--- config.mk ---
export PLATFORM = sky130hd
export DESIGN_NAME = bfm_boost_fault_mode
export DESIGN_NICKNAME = d
export VERILOG_FILES = /design/src/hdl/bfm_pkg.sv /design/src/hdl/bfm_boost_fault_mode.sv
export VERILOG_INCLUDE_DIRS = /design/src /design/src/hdl
export SDC_FILE = /design/constraint.sdc
export NUM_CORES = 1
export LEC_CHECK = 0
export ABC_CLOCK_PERIOD_IN_PS = 2800
export BUFFER_PORTS_ARGS = -buffer_cell sky130_fd_sc_hd__buf_2
export CELL_PAD_IN_SITES_DETAIL_PLACEMENT = 0
export CELL_PAD_IN_SITES_GLOBAL_PLACEMENT = 1
export CORE_MARGIN = 1.5
export CORE_UTILIZATION = 43
export DETAILED_ROUTE_END_ITERATION = 12
export GPL_TIMING_DRIVEN = 1
export PLACE_DENSITY = 0.9
export SKIP_CTS_REPAIR_TIMING = 1
export SLEW_MARGIN = 40
export SYNTH_ARGS = -nofsm -noshare
export SYNTH_HDL_FRONTEND = slang
export SYNTH_SLANG_ARGS = --single-unit
--- constraint.sdc ---
create_clock -name mclk -period 2.8 [get_ports mclk]
set_clock_uncertainty 0.1 [all_clocks]
set_input_delay 0 -clock mclk [delete_from_list [all_inputs] [get_ports mclk]]
set_output_delay 0 -clock mclk [all_outputs]
set_load 0.005 [all_outputs]
--- src/hdl/bfm_params.svh ---
// timing counts and register map of the boost fault supervisor
`ifndef BFM_PARAMS_SVH
`define BFM_PARAMS_SVH
`define BFM_CLK_HZ          25000000
`define BFM_OVLD_MS         30
`define BFM_PULSE_US        128
`define BFM_WDOG_S          32
`define BFM_CRUDE_S         32
`define BFM_OVLD_CYC        ((`BFM_CLK_HZ / 1000) * `BFM_OVLD_MS)
`define BFM_PULSE_CYC       ((`BFM_CLK_HZ / 1000000) * `BFM_PULSE_US)
`define BFM_WDOG_CYC        (`BFM_CLK_HZ * `BFM_WDOG_S)
`define BFM_CRUDE_CYC       (`BFM_CLK_HZ * `BFM_CRUDE_S)
`define BFM_OFF_CTRL        12'h000
`define BFM_OFF_STAT        12'h004
`define BFM_OFF_MASK        12'h008
`define BFM_CTRL_BOOST      0
`define BFM_CTRL_HIZ        1
`define BFM_CTRL_KICK       2
`define BFM_FLT_OVV         0
`define BFM_FLT_OVLD        1
`define BFM_FLT_BAT         2
`define BFM_FLT_WDOG        3
`define BFM_STS_BOOST       4
`define BFM_STS_HIZ         5
`define BFM_STS_LONG        6
`define BFM_STS_CRUDE       7
`endif

--- src/hdl/bfm_pkg.sv ---
// types of the boost fault supervisor
package bfm_pkg;
    typedef enum logic [2:0] {
        ST_IDLE  = 3'b001,
        ST_BOOST = 3'b010,
        ST_HIZ   = 3'b100
    } mode_type;
    typedef struct packed {
        mode_type    mode;
        logic        boostReq;
        logic        hizReq;
        logic [3:0]  flt;
        logic [3:0]  msk;
        logic        longMode;
        logic [31:0] ovldCnt;
        logic [31:0] wdogCnt;
        logic [31:0] crudeCnt;
        logic [15:0] pulseCnt;
        logic        statOe;
        logic        irq;
        logic        pready;
        logic [31:0] prdata;
    } state_type;
endpackage

--- src/hdl/bfm_boost_fault_mode.sv ---
// boost fault supervision, hi-z mode and crude timer, with apb registers
//
// Behaviour
// - bus overvoltage stops boost, clears request, flags
// - restart needs new request or pin
// - overload counts as fault after 30 ms
// - overload fault stops boost, clears request, flags
// - overload fault blocks boost until cleared
// - battery out of range stops boost, flags
// - restart after battery fault needs request or pin
// - status pin released, one 128 us pulse
// - hi-z when hi-z request and pin idle
// - crude 32 s timer in low-battery hi-z
// - crude expiry enters 32 minute mode
// - long mode: hi-z under bus undervoltage
// - boost on pin or request bit
// - kick bit keeps boost; expiry faults
//
// Our own choices: the APB register port and the address map.
`timescale 1ns/1ps
`include "bfm_params.svh"
module bfm_boost_fault_mode #(
    parameter int unsigned OVLD_CYC  = `BFM_OVLD_CYC,
    parameter int unsigned WDOG_CYC  = `BFM_WDOG_CYC,
    parameter int unsigned CRUDE_CYC = `BFM_CRUDE_CYC,
    parameter int unsigned PULSE_CYC = `BFM_PULSE_CYC
) (
    // clock and reset
    input  wire logic        mclk,
    input  wire logic        rst,
    // apb slave
    input  wire logic        psel,
    input  wire logic        penable,
    input  wire logic        pwrite,
    input  wire logic [11:0] paddr,
    input  wire logic [31:0] pwdata,
    output logic             pready,
    output logic [31:0]      prdata,
    output logic             pslverr,
    // analog comparators and pin
    input  wire logic        extBoostReq,
    input  wire logic        busOvervolt,
    input  wire logic        busOverload,
    input  wire logic        busUnderUvlo,
    input  wire logic        batOvervolt,
    input  wire logic        batUnderMin,
    input  wire logic        batUnderLow,
    // converter control
    output logic             boostOn,
    output logic             passLimit,
    output logic             hizOn,
    // open-drain status pin, driven low while enabled
    output logic             statOut,
    output logic             statOe,
    // interrupt
    output logic             irq
);
    // all state lives in one packed struct: mode, request bits, fault and
    // mask words, the long-mode flag, four counters, the pulse pin enable,
    // the interrupt flop and the apb answer flops
    // the overload, watchdog and crude counters are 32 bits wide so the full-length timer spans fit;
    // a smaller build may pass short spans as parameters instead
    // hazard: every counter but the pulse one restarts on leaving its mode, so a short dip
    // out of boost resets the overload and watchdog spans
    // long mode is left only by reset; software has no way to clear it
    // the kick bit is never stored, so a read of the control word shows 0 there
    // trade-off: one struct keeps reset simple at the cost of a wide register
    bfm_pkg::state_type s_q, s_d;

    logic       acc;       // apb access phase
    logic       wr;        // write this cycle
    logic [3:0] evt;       // fault events this cycle
    logic       boostOk;   // boost may run
    logic       hizWant;   // hi-z condition

    // apb decode; the slave answers with exactly one wait state, so
    // writes take effect on the second access cycle, reads return the state of the first
    // limitation: pslverr never rises, unmapped words read as zero
    assign acc = psel & penable;
    assign wr  = acc & pwrite;

    // read mux for the three words
    // the status word mixes sticky faults in the low nibble with live
    // mode bits above them; only the low nibble reacts to write-one-clear
    // the crude-timer bit reads as running while its counter is non-zero
    // unmapped offsets fall through to zero
    function automatic logic [31:0] rdMux(input logic [11:0] a, input bfm_pkg::state_type s);
        logic [31:0] r;
        r = 32'h0000_0000;
        if (a == `BFM_OFF_CTRL) begin
            r[`BFM_CTRL_BOOST] = s.boostReq;
            r[`BFM_CTRL_HIZ]   = s.hizReq;
        end else if (a == `BFM_OFF_STAT) begin
            r[3:0]             = s.flt;
            r[`BFM_STS_BOOST]  = (s.mode == bfm_pkg::ST_BOOST);
            r[`BFM_STS_HIZ]    = (s.mode == bfm_pkg::ST_HIZ);
            r[`BFM_STS_LONG]   = s.longMode;
            r[`BFM_STS_CRUDE]  = (s.crudeCnt != 32'h0000_0000);
        end else if (a == `BFM_OFF_MASK) begin
            r[3:0] = s.msk;
        end
        return r;
    endfunction

    // next state
    // order inside this process matters: host writes first, then the
    // counters, then the fault events, which overrule a same-cycle write
    // of the request bit or a clear of the fault word
    // the mode choice comes last so it sees the updated request and faults
    // evt holds only the faults raised in this cycle, never latched ones
    // pready is a one-cycle strobe; it is dropped by default every cycle
    // read data is captured when the wait state starts and then held
    always_comb begin
        s_d = s_q;
        evt = 4'h0;
        s_d.pready = 1'b0;
        if (acc && !s_q.pready) begin
            s_d.pready = 1'b1; // one wait state
            s_d.prdata = rdMux(paddr, s_q);
        end
        // host writes, taken on the access cycle
        // a write lands only with pready high, the edge the master samples
        // writes to unmapped offsets are dropped silently
        if (wr && s_q.pready) begin
            if (paddr == `BFM_OFF_CTRL) begin
                s_d.boostReq = pwdata[`BFM_CTRL_BOOST];
                s_d.hizReq   = pwdata[`BFM_CTRL_HIZ];
            end
            if (paddr == `BFM_OFF_STAT) begin
                s_d.flt = s_q.flt & ~pwdata[3:0]; // write one to clear
            end
            if (paddr == `BFM_OFF_MASK) begin
                s_d.msk = pwdata[3:0];
            end
        end
        // overload is only a fault once it persists
        // while the count is non-zero the pass switch limits the current,
        // so the load sees a soft limit before the hard stop
        if (s_q.mode == bfm_pkg::ST_BOOST && busOverload) begin
            s_d.ovldCnt = s_q.ovldCnt + 32'd1;
        end else begin
            s_d.ovldCnt = 32'h0000_0000;
        end
        // watchdog: kick restarts it; self-clearing, never stored
        // the span starts afresh on every entry into boost, so software
        // must keep kicking for as long as it wants the bus supplied
        if (s_q.mode != bfm_pkg::ST_BOOST ||
            (wr && s_q.pready && paddr == `BFM_OFF_CTRL && pwdata[`BFM_CTRL_KICK])) begin
            s_d.wdogCnt = 32'h0000_0000;
        end else begin
            s_d.wdogCnt = s_q.wdogCnt + 32'd1;
        end
        if (s_q.mode == bfm_pkg::ST_BOOST) begin
            evt[`BFM_FLT_OVV]  = busOvervolt;
            evt[`BFM_FLT_OVLD] = (s_q.ovldCnt >= OVLD_CYC - 1);
            evt[`BFM_FLT_BAT]  = batOvervolt | batUnderMin;
            evt[`BFM_FLT_WDOG] = (s_q.wdogCnt >= WDOG_CYC - 1);
        end
        // events beat a same-cycle clear
        // so a fault raised while software clears is never lost
        s_d.flt = s_d.flt | evt;
        // any boost fault drops the request bit, so a restart needs a new write or the pin
        if (evt != 4'h0) begin
            s_d.boostReq = 1'b0;
        end
        // one pulse only on a fresh event, not while it stays latched
        // the pin is open drain: enable high pulls it low for the pulse,
        // otherwise it is released; a new kind of fault during a pulse
        // restarts the span rather than adding a second pulse
        if ((evt & ~s_q.flt) != 4'h0) begin
            s_d.pulseCnt = 16'(PULSE_CYC);
        end else if (s_q.pulseCnt != 16'h0000) begin
            s_d.pulseCnt = s_q.pulseCnt - 16'd1;
        end
        s_d.statOe = (s_d.pulseCnt != 16'h0000);
        // crude timer in hi-z with a low battery
        // it probes whether a host is still present; once it expires the
        // block stays in long mode and the crude timer stays off
        // a battery that recovers before expiry restarts the count at zero
        if (s_q.mode == bfm_pkg::ST_HIZ && batUnderLow && !s_q.longMode) begin
            s_d.crudeCnt = s_q.crudeCnt + 32'd1;
            if (s_q.crudeCnt >= CRUDE_CYC - 1) begin
                s_d.longMode = 1'b1;
                s_d.crudeCnt = 32'h0000_0000;
            end
        end else begin
            s_d.crudeCnt = 32'h0000_0000;
        end
        // mode choice; overload fault blocks until software clears it
        // hi-z wins over boost; in long mode a bus below lockout forces hi-z
        // whatever the request bit says
        // any event this cycle keeps boost off, even with the pin still up
        // limitation: no soft-start sequencing, boostOn rises at once
        hizWant = (s_q.hizReq && !extBoostReq) ||
                  (s_q.longMode && busUnderUvlo);
        boostOk = (evt == 4'h0) && !s_d.flt[`BFM_FLT_OVLD] &&
                  (s_d.boostReq || extBoostReq);
        // a bus overvoltage or battery fault caught with the pin still up restarts only once the condition is gone
        if (hizWant) begin
            s_d.mode = bfm_pkg::ST_HIZ;
        end else if (boostOk && (s_q.mode == bfm_pkg::ST_BOOST || (!busOvervolt &&
                     !batOvervolt && !batUnderMin))) begin
            s_d.mode = bfm_pkg::ST_BOOST;
        end else begin
            s_d.mode = bfm_pkg::ST_IDLE;
        end
        s_d.irq = ((s_d.flt & s_d.msk) != 4'h0);
    end

    // state register
    // synchronous reset puts every field at zero and the mode at idle,
    // which also leaves the status pin released
    always_ff @(posedge mclk) begin
        if (rst) begin
            s_q <= '{mode: bfm_pkg::ST_IDLE, default: '0};
        end else begin
            s_q <= s_d;
        end
    end

    // outputs; each but passLimit is a flop of the state, a constant or a direct decode of the
    // one-hot mode; passLimit alone puts a 32-bit compare between a flop and a pin
    // statOut stays low: the pin is only ever pulled, never driven high
    // passLimit follows the overload count, zero from the second cycle outside boost
    assign pready    = s_q.pready;
    assign prdata    = s_q.prdata;
    assign pslverr   = 1'b0;
    assign boostOn   = (s_q.mode == bfm_pkg::ST_BOOST);
    assign hizOn     = (s_q.mode == bfm_pkg::ST_HIZ);
    assign passLimit = (s_q.ovldCnt != 32'h0000_0000);
    assign statOut   = 1'b0;
    assign statOe    = s_q.statOe;
    assign irq       = s_q.irq;

    // checks on the fault paths, the pulse and the mode choice
    // each watches the state that this module drives
    // spans are taken from the parameters, so short bench values work
    // the pulse check needs a pulse span of at least eight cycles
    AST_OVV_STOP: assert property (@(posedge mclk) disable iff (rst)
        boostOn && busOvervolt |=> !boostOn && s_q.flt[0] && !s_q.boostReq)
        else $error("overvoltage did not stop boost");
    AST_OVLD_TIME: assert property (@(posedge mclk) disable iff (rst)
        boostOn && busOverload && s_q.ovldCnt < OVLD_CYC - 1 && !busOvervolt |=> !s_q.flt[1] || $past(s_q.flt[1]))
        else $error("overload fault too early");
    AST_OVLD_STOP: assert property (@(posedge mclk) disable iff (rst)
        $rose(s_q.flt[1]) |-> !boostOn && !s_q.boostReq)
        else $error("overload fault left boost on");
    AST_OVLD_HOLD: assert property (@(posedge mclk) disable iff (rst)
        s_q.flt[1] |-> !boostOn)
        else $error("boost with overload fault latched");
    AST_BAT_STOP: assert property (@(posedge mclk) disable iff (rst)
        boostOn && (batOvervolt || batUnderMin) |=> !boostOn && s_q.flt[2])
        else $error("battery fault did not stop boost");
    AST_PULSE: assert property (@(posedge mclk) disable iff (rst)
        $rose(statOe) |-> statOe [*8])
        else $error("status pulse too short");
    AST_HIZ: assert property (@(posedge mclk) disable iff (rst)
        s_q.hizReq && !extBoostReq |=> hizOn)
        else $error("hi-z not entered");
    AST_LONG: assert property (@(posedge mclk) disable iff (rst)
        s_q.longMode && busUnderUvlo |=> hizOn)
        else $error("long mode hi-z missed");
    AST_ONE_PULSE: assert property (@(posedge mclk) disable iff (rst)
        statOe && s_q.pulseCnt > 16'd1 && $stable(s_q.flt) |=> statOe)
        else $error("pulse cut short");
    // watchdog, crude timer, restart, bus and pulse span checks
    AST_WDOG_STOP: assert property (@(posedge mclk) disable iff (rst)
        boostOn && s_q.wdogCnt >= WDOG_CYC - 1 |=> !boostOn && s_q.flt[3])
        else $error("watchdog expiry left boost on");
    AST_CRUDE_RUN: assert property (@(posedge mclk) disable iff (rst)
        hizOn && batUnderLow && !s_q.longMode && s_q.crudeCnt < CRUDE_CYC - 1 |=>
        s_q.crudeCnt == $past(s_q.crudeCnt) + 32'd1)
        else $error("crude timer did not count");
    AST_CRUDE_END: assert property (@(posedge mclk) disable iff (rst)
        hizOn && batUnderLow && !s_q.longMode && s_q.crudeCnt >= CRUDE_CYC - 1 |=>
        s_q.longMode && s_q.crudeCnt == 32'h0000_0000)
        else $error("crude expiry did not enter long mode");
    AST_REQ_BOOST: assert property (@(posedge mclk) disable iff (rst)
        !boostOn && !hizOn && s_q.boostReq && !s_q.hizReq && !s_q.flt[1] &&
        !s_q.longMode && !(wr && s_q.pready) && !busOvervolt && !batOvervolt &&
        !batUnderMin |=> boostOn)
        else $error("request bit did not start boost");
    AST_PIN_BOOST: assert property (@(posedge mclk) disable iff (rst)
        !boostOn && !hizOn && extBoostReq && !s_q.flt[1] && !s_q.longMode &&
        !busOvervolt && !batOvervolt && !batUnderMin |=> boostOn)
        else $error("pin did not start boost");
    AST_NO_RESTART: assert property (@(posedge mclk) disable iff (rst)
        !boostOn && !s_q.boostReq && !extBoostReq && !(wr && s_q.pready) |=> !boostOn)
        else $error("boost started without request");
    AST_PREADY: assert property (@(posedge mclk) disable iff (rst)
        pready |=> !pready)
        else $error("pready held longer than one cycle");
    AST_PULSE_LOAD: assert property (@(posedge mclk) disable iff (rst)
        $rose(statOe) |-> s_q.pulseCnt == 16'(PULSE_CYC))
        else $error("status pulse span wrong");

    // coverage of the main scenarios
    // boost entry, overload fault, hi-z entry and long mode
    COV_BOOST: cover property (@(posedge mclk) $rose(boostOn));
    COV_OVLD:  cover property (@(posedge mclk) $rose(s_q.flt[1]));
    COV_HIZ:   cover property (@(posedge mclk) $rose(hizOn));
    COV_LONG:  cover property (@(posedge mclk) $rose(s_q.longMode));
endmodule

# Yosys cells after proc, flatten, opt, wreduce, memory -nomap -nowiden
# Index checks and enable logic that the tools add are counted.
[word_totals]
input_bits = 56
output_inout_bits = 40
elab_cells = 94
reg_bits = 137
[classes]
bitwise_logic = 11
n_eq_ne = 5
n_reduce_logical = 40
order_cmp = 3
muxes = 16
n_addsub = 4
[ops]
columns = ["op", "n"]
rows = [
  ["adder 32 x 1 -> 32 bit (second input constant)", 3],
  ["greater-or-equal comparator 32 x 30 -> 1 bit (second input constant)", 2],
  ["nonzero test 32 bit", 2],
  ["2-to-1 mux 33 bit", 1],
  ["greater-or-equal comparator 32 x 20 -> 1 bit (second input constant)", 1],
  ["2-to-1 mux 16 bit", 2],
  ["nonzero test 16 bit", 2],
  ["2-to-1 mux 4 bit", 6],
  ["subtractor 16 x 1 -> 16 bit (second input constant)", 1],
  ["logical AND 1 bit", 14],
  ["AND 4 bit", 3],
  ["equality test 12 x 3 -> 1 bit (second input constant)", 1],
  ["equality test 12 x 4 -> 1 bit (second input constant)", 1],
  ["zero test 12 bit", 1],
  ["nonzero test 4 bit", 3],
  ["2-to-1 mux 10 bit", 1],
  ["inverter 4 bit", 2],
  ["zero test 1 bit", 7],
  ["2-to-1 mux 2 bit", 3],
  ["2-to-1 mux 6 bit", 1],
  ["OR reduction 2 bit", 3],
  ["zero test 4 bit", 1],
  ["logical OR 1 bit", 4],
  ["OR 4 bit", 1],
  ["10 further kinds", 13],
]

# Longest topological paths before layout
[depth]
depth_word = 11
depth_mapped = 8
mapped_depth_nobuf = 8

# Worst setup path after synthesis
# OpenSTA, ideal clock, no wires.
[synth_path]
path_kind = "register to register"
from = "reg s_q[83] (netlist name)"
to = "reg s_q[39] (netlist name)"
t_required_ns = 2.568
synth_period_minus_slack_ns = 2.035
stages_incl_launch_ff = 9
setup_ns = 0.132
t_arrival_ns = 1.803
setup_slack_ns = 0.765
n_path_buf = 1
cell_sequence = "dfxtp_1 > ha_1 > and3_1 > nand4_1 > a31o_2 > o31ai_1 > o21a_1 > buf_2 > nor3_1"
[synth_between]
elab_chain_len = 5
[synth_rtl]
columns = ["element", "line_no", "rtl"]
rows = [
  ["from (decl)", "bfm_boost_fault_mode.sv:68", "bfm_pkg::state_type s_q, s_d;"],
  ["from (signal assigned)", "bfm_boost_fault_mode.sv:215", "s_q <= '{mode: bfm_pkg::ST_IDLE, default: '0};"],
  ["from (signal assigned)", "bfm_boost_fault_mode.sv:217", "s_q <= s_d;"],
  ["greater-or-equal comparator 32 x 30 -> 1 bit", "bfm_boost_fault_mode.sv:157", "evt[`BFM_FLT_WDOG] = (s_q.wdogCnt >= WDOG_CYC - 1);"],
  ["2-to-1 mux 4 bit", "bfm_boost_fault_mode.sv:153", "if (s_q.mode == bfm_pkg::ST_BOOST) begin"],
  ["AND 4 bit", "bfm_boost_fault_mode.sv:170", "if ((evt & ~s_q.flt) != 4'h0) begin"],
  ["nonzero test 4 bit", "bfm_boost_fault_mode.sv:170", ""],
  ["2-to-1 mux 16 bit", "bfm_boost_fault_mode.sv:170", ""],
]
# No other way between the ends.
# A chain may end at the register's enable or synchronous reset.

# Worst setup path in the final report
[layout_path]
from = "reg s_q[83] (netlist name)"
to = "reg s_q[49] (netlist name)"
# The elaborated chain is that of the path after synthesis.

==> flow_summary.toml <==
[routing]
dr_total_vias = 5835
wire_per_inst_um = 13.6
ant_nets = 0
wl_um = 14900
drc_errors = 0
drt_iter0_drc = 375
first_pass_iters = 6
viasPerCell = 5.33

[clock_tree]
cts_sinks = 137
clk_latency_ns = 0.41
clk_pin_slew_ns = 0.06
cts_tree = "built"
htreeDepth = 4
clk_path_buf_depth = 2
cts_buffers = 17
cts_root_buffer = "clkbuf_16"

[setup_path]
r2r_end = "s_q[49]"
start_kind = "flop"
required_ns = 2.98
crit_fanout = 8
ff2ff_setup_slack_ns = 0.35
arrival_ns = 2.63
critPathCapture = "s_q[49]"
crit_path_start = "s_q[83]"
worstSetupPathType = "flop to flop"
rr_worst_depth = 8
crit-reg2reg-launch = "s_q[83]"
cp-end-kind = "flop"

[yosys]
synth_area_leader_cell = "dfxtp_1"
yosysWarningCount = 0
synthTopCellsByArea = "dfxtp_1 (39%), xor2_1 (6.4%), nor2_1 (5.6%), xnor2_1 (4.7%), nor4_1 (4.4%)"
ys_seq_area_frac = 0.394
ys_types = 67
postSynthCellCount = 824
synth-main-ff-cell = "dfxtp_1"
avgSynthCellArea_um2 = 8.45
netlist.area_leader.share = 0.394
ys_async_sr_fraction = 0
synth_edf_count = 0
netlist_area_um2 = 6970
ys_seq_elements = 137

[timing]
finalHoldWorstSlack_ns = -0.0553
period_minus_slack_ns = 2.45
drv_slew = 0
fmax_mhz = 408
worst_slew_pin_slew_ns = 0.666
min_period_over_period = 0.876
rsz0062_at_grt = "false"
hold_violations = 2
setup_viol_count_final = 0
relSlewSlack = 0.552
fin_tns_setup_ns = 0

[floorplan]
die_w_um = 130
die_h_um = 130
coreArea_um2 = 15800
initial_utilization = 0.440
die-area_um2 = 17000
std_cell_rows = 46
io_pins = 96

[grt]
grt_overflow_total = 0
grt_use_total = 0.180
grt_pass1_vias = 5213
grt_max_degree = 33
antenna_found_initial = 0
grt_pass1_wl_um = 24400

[cells_and_area]
layout_common_cells = "dfxtp_1 (137), nor2_1 (104), nand2_1 (55), xor2_1 (51), nor4_1 (49)"
antennaDiodeCount = 0
drive_gt1_frac = 0.121
areaGrowthSynthToFinish_pct = 13.5
final_common_cell = "dfxtp_1"
final_nets = 929

[placement]
dp_hpwl_um = 10300
gp_congestion = 0.854
io_buffer_count = 41

[power]
swShare = 0.301
p_total_mw = 5.71
intPower_mw = 3.99
net-switching-power_mw = 1.72
power_frac_comb = 0.225
power.leakage_nw = 2.82
power.clock.fraction = 0.382
p_seq_frac = 0.392
power_density_nw_per_um2 = 722
peakVddDrop_v = 0.000438

[status]
status = "finished with violations"
failed_checks = "negative hold slack"

[run]
drv_cap = 0

[worst_hold_path]
hp-start = "busOvervolt"
hp-class = "input pin to flop"
## worst max-delay path, stage by stage (launching register included)
cell     delay, ns
dfxtp_1       0.36
ha_1          0.18
and3_1        0.25
nand4_1       0.11
a31o_2        0.29
o31ai_1       0.41
o21a_1        0.34
buf_4         0.21
nor3_1        0.06
## sequential cells by signal, indices dropped and copies added, names as in the netlist
| register | flops |
|---|---|
| s_q | 126 |
| prdata | 8 |
| irq | 1 |
| pready | 1 |
| statOe | 1 |
## worst min path at each step
| stage | cells past startpoint | slack, ns | endpoint |
|---|---|---|---|
| floorplan | 2 | 0.05 | s_q[156] |
| global placement | 3 | 0.19 | s_q[156] |
| detailed placement | 3 | 0.21 | s_q[156] |
| CTS | 3 | -0.23 | s_q[159] |
| global route | 5 | 0.002 | s_q[154] |
| finish | 5 | -0.06 | s_q[152] |
## routing by layer
| layer | global-route usage | vias up | share of wire |
|---|---|---|---|
| li1 | - | 2964 | - |
| met1 | 0.229 | 2745 | 0.47 |
| met2 | 0.294 | 107 | 0.47 |
| met3 | 0.0422 | 19 | 0.039 |
| met4 | 0.0699 | 0 | 0.016 |
| met5 | 0 | - | 0 |
## synthesized netlist by cell type, types with 23 or more instances
library cell / count
nand2_1: 55
nor3_1: 31
nor4_1: 49
inv_1: 24
dfxtp_1: 137
buf_4: 34
o21ai_0: 23
xnor2_1: 37
nand4_1: 25
a21oi_1: 27
nand3_1: 43
xor2_1: 51
nor2_1: 104
## power groups by stage
stage / registers [mW] / clock network (mW) / logic (mW)
2_1_floorplan: 2.21 / 0 / 1.08
3_3_place_gp: 2.27 / 0 / 1.26
3_5_place_dp: 2.28 / 0 / 1.25
4_1_cts: 2.24 / 2.23 / 1.26
5_1_grt: 2.26 / 2.32 / 1.44
6_report: 2.24 / 2.18 / 1.29
## cell families after synthesis
logic type / after synthesis / share of synthesized area
AO/OA/AOI/OAI: 94 / 0.0853
multiplexers: 11 / 0.0169
AND/OR/NAND/NOR: 397 / 0.311
XOR/XNOR: 88 / 0.111
buffers and inverters: 89 / 0.0693
flip-flops: 137 / 0.394
adder cells (fa/ha/maj): 7 / 0.0126
other: 1 / 0.000538
## per-stage QoR
step | hold slack [ns] | utilization | instances | instance area (um2) | setup slack, ns
after global routing | 0.00232 | 0.499 | 1095 | 7900 | 0.149
after detailed placement | 0.208 | 0.457 | 1054 | 7230 | 0.367
after CTS | -0.225 | 0.494 | 1086 | 7810 | 0.350
final | -0.0553 | 0.499 | 1095 | 7900 | 0.348
after floorplan | 0.0472 | - | 851 | 7070 | 0.765
after global placement | 0.195 | 0.457 | 1054 | 7230 | 0.390
## cell type report
type	count	area, um2
multi-input combinational	625	3840
clock inverter	11	120
timing repair buffer	61	378
sequential	137	2740
tap	216	270
fill	1527	7920
inverter	24	90.1
clock buffer	21	460
Power figures use the tool's default switching activity.
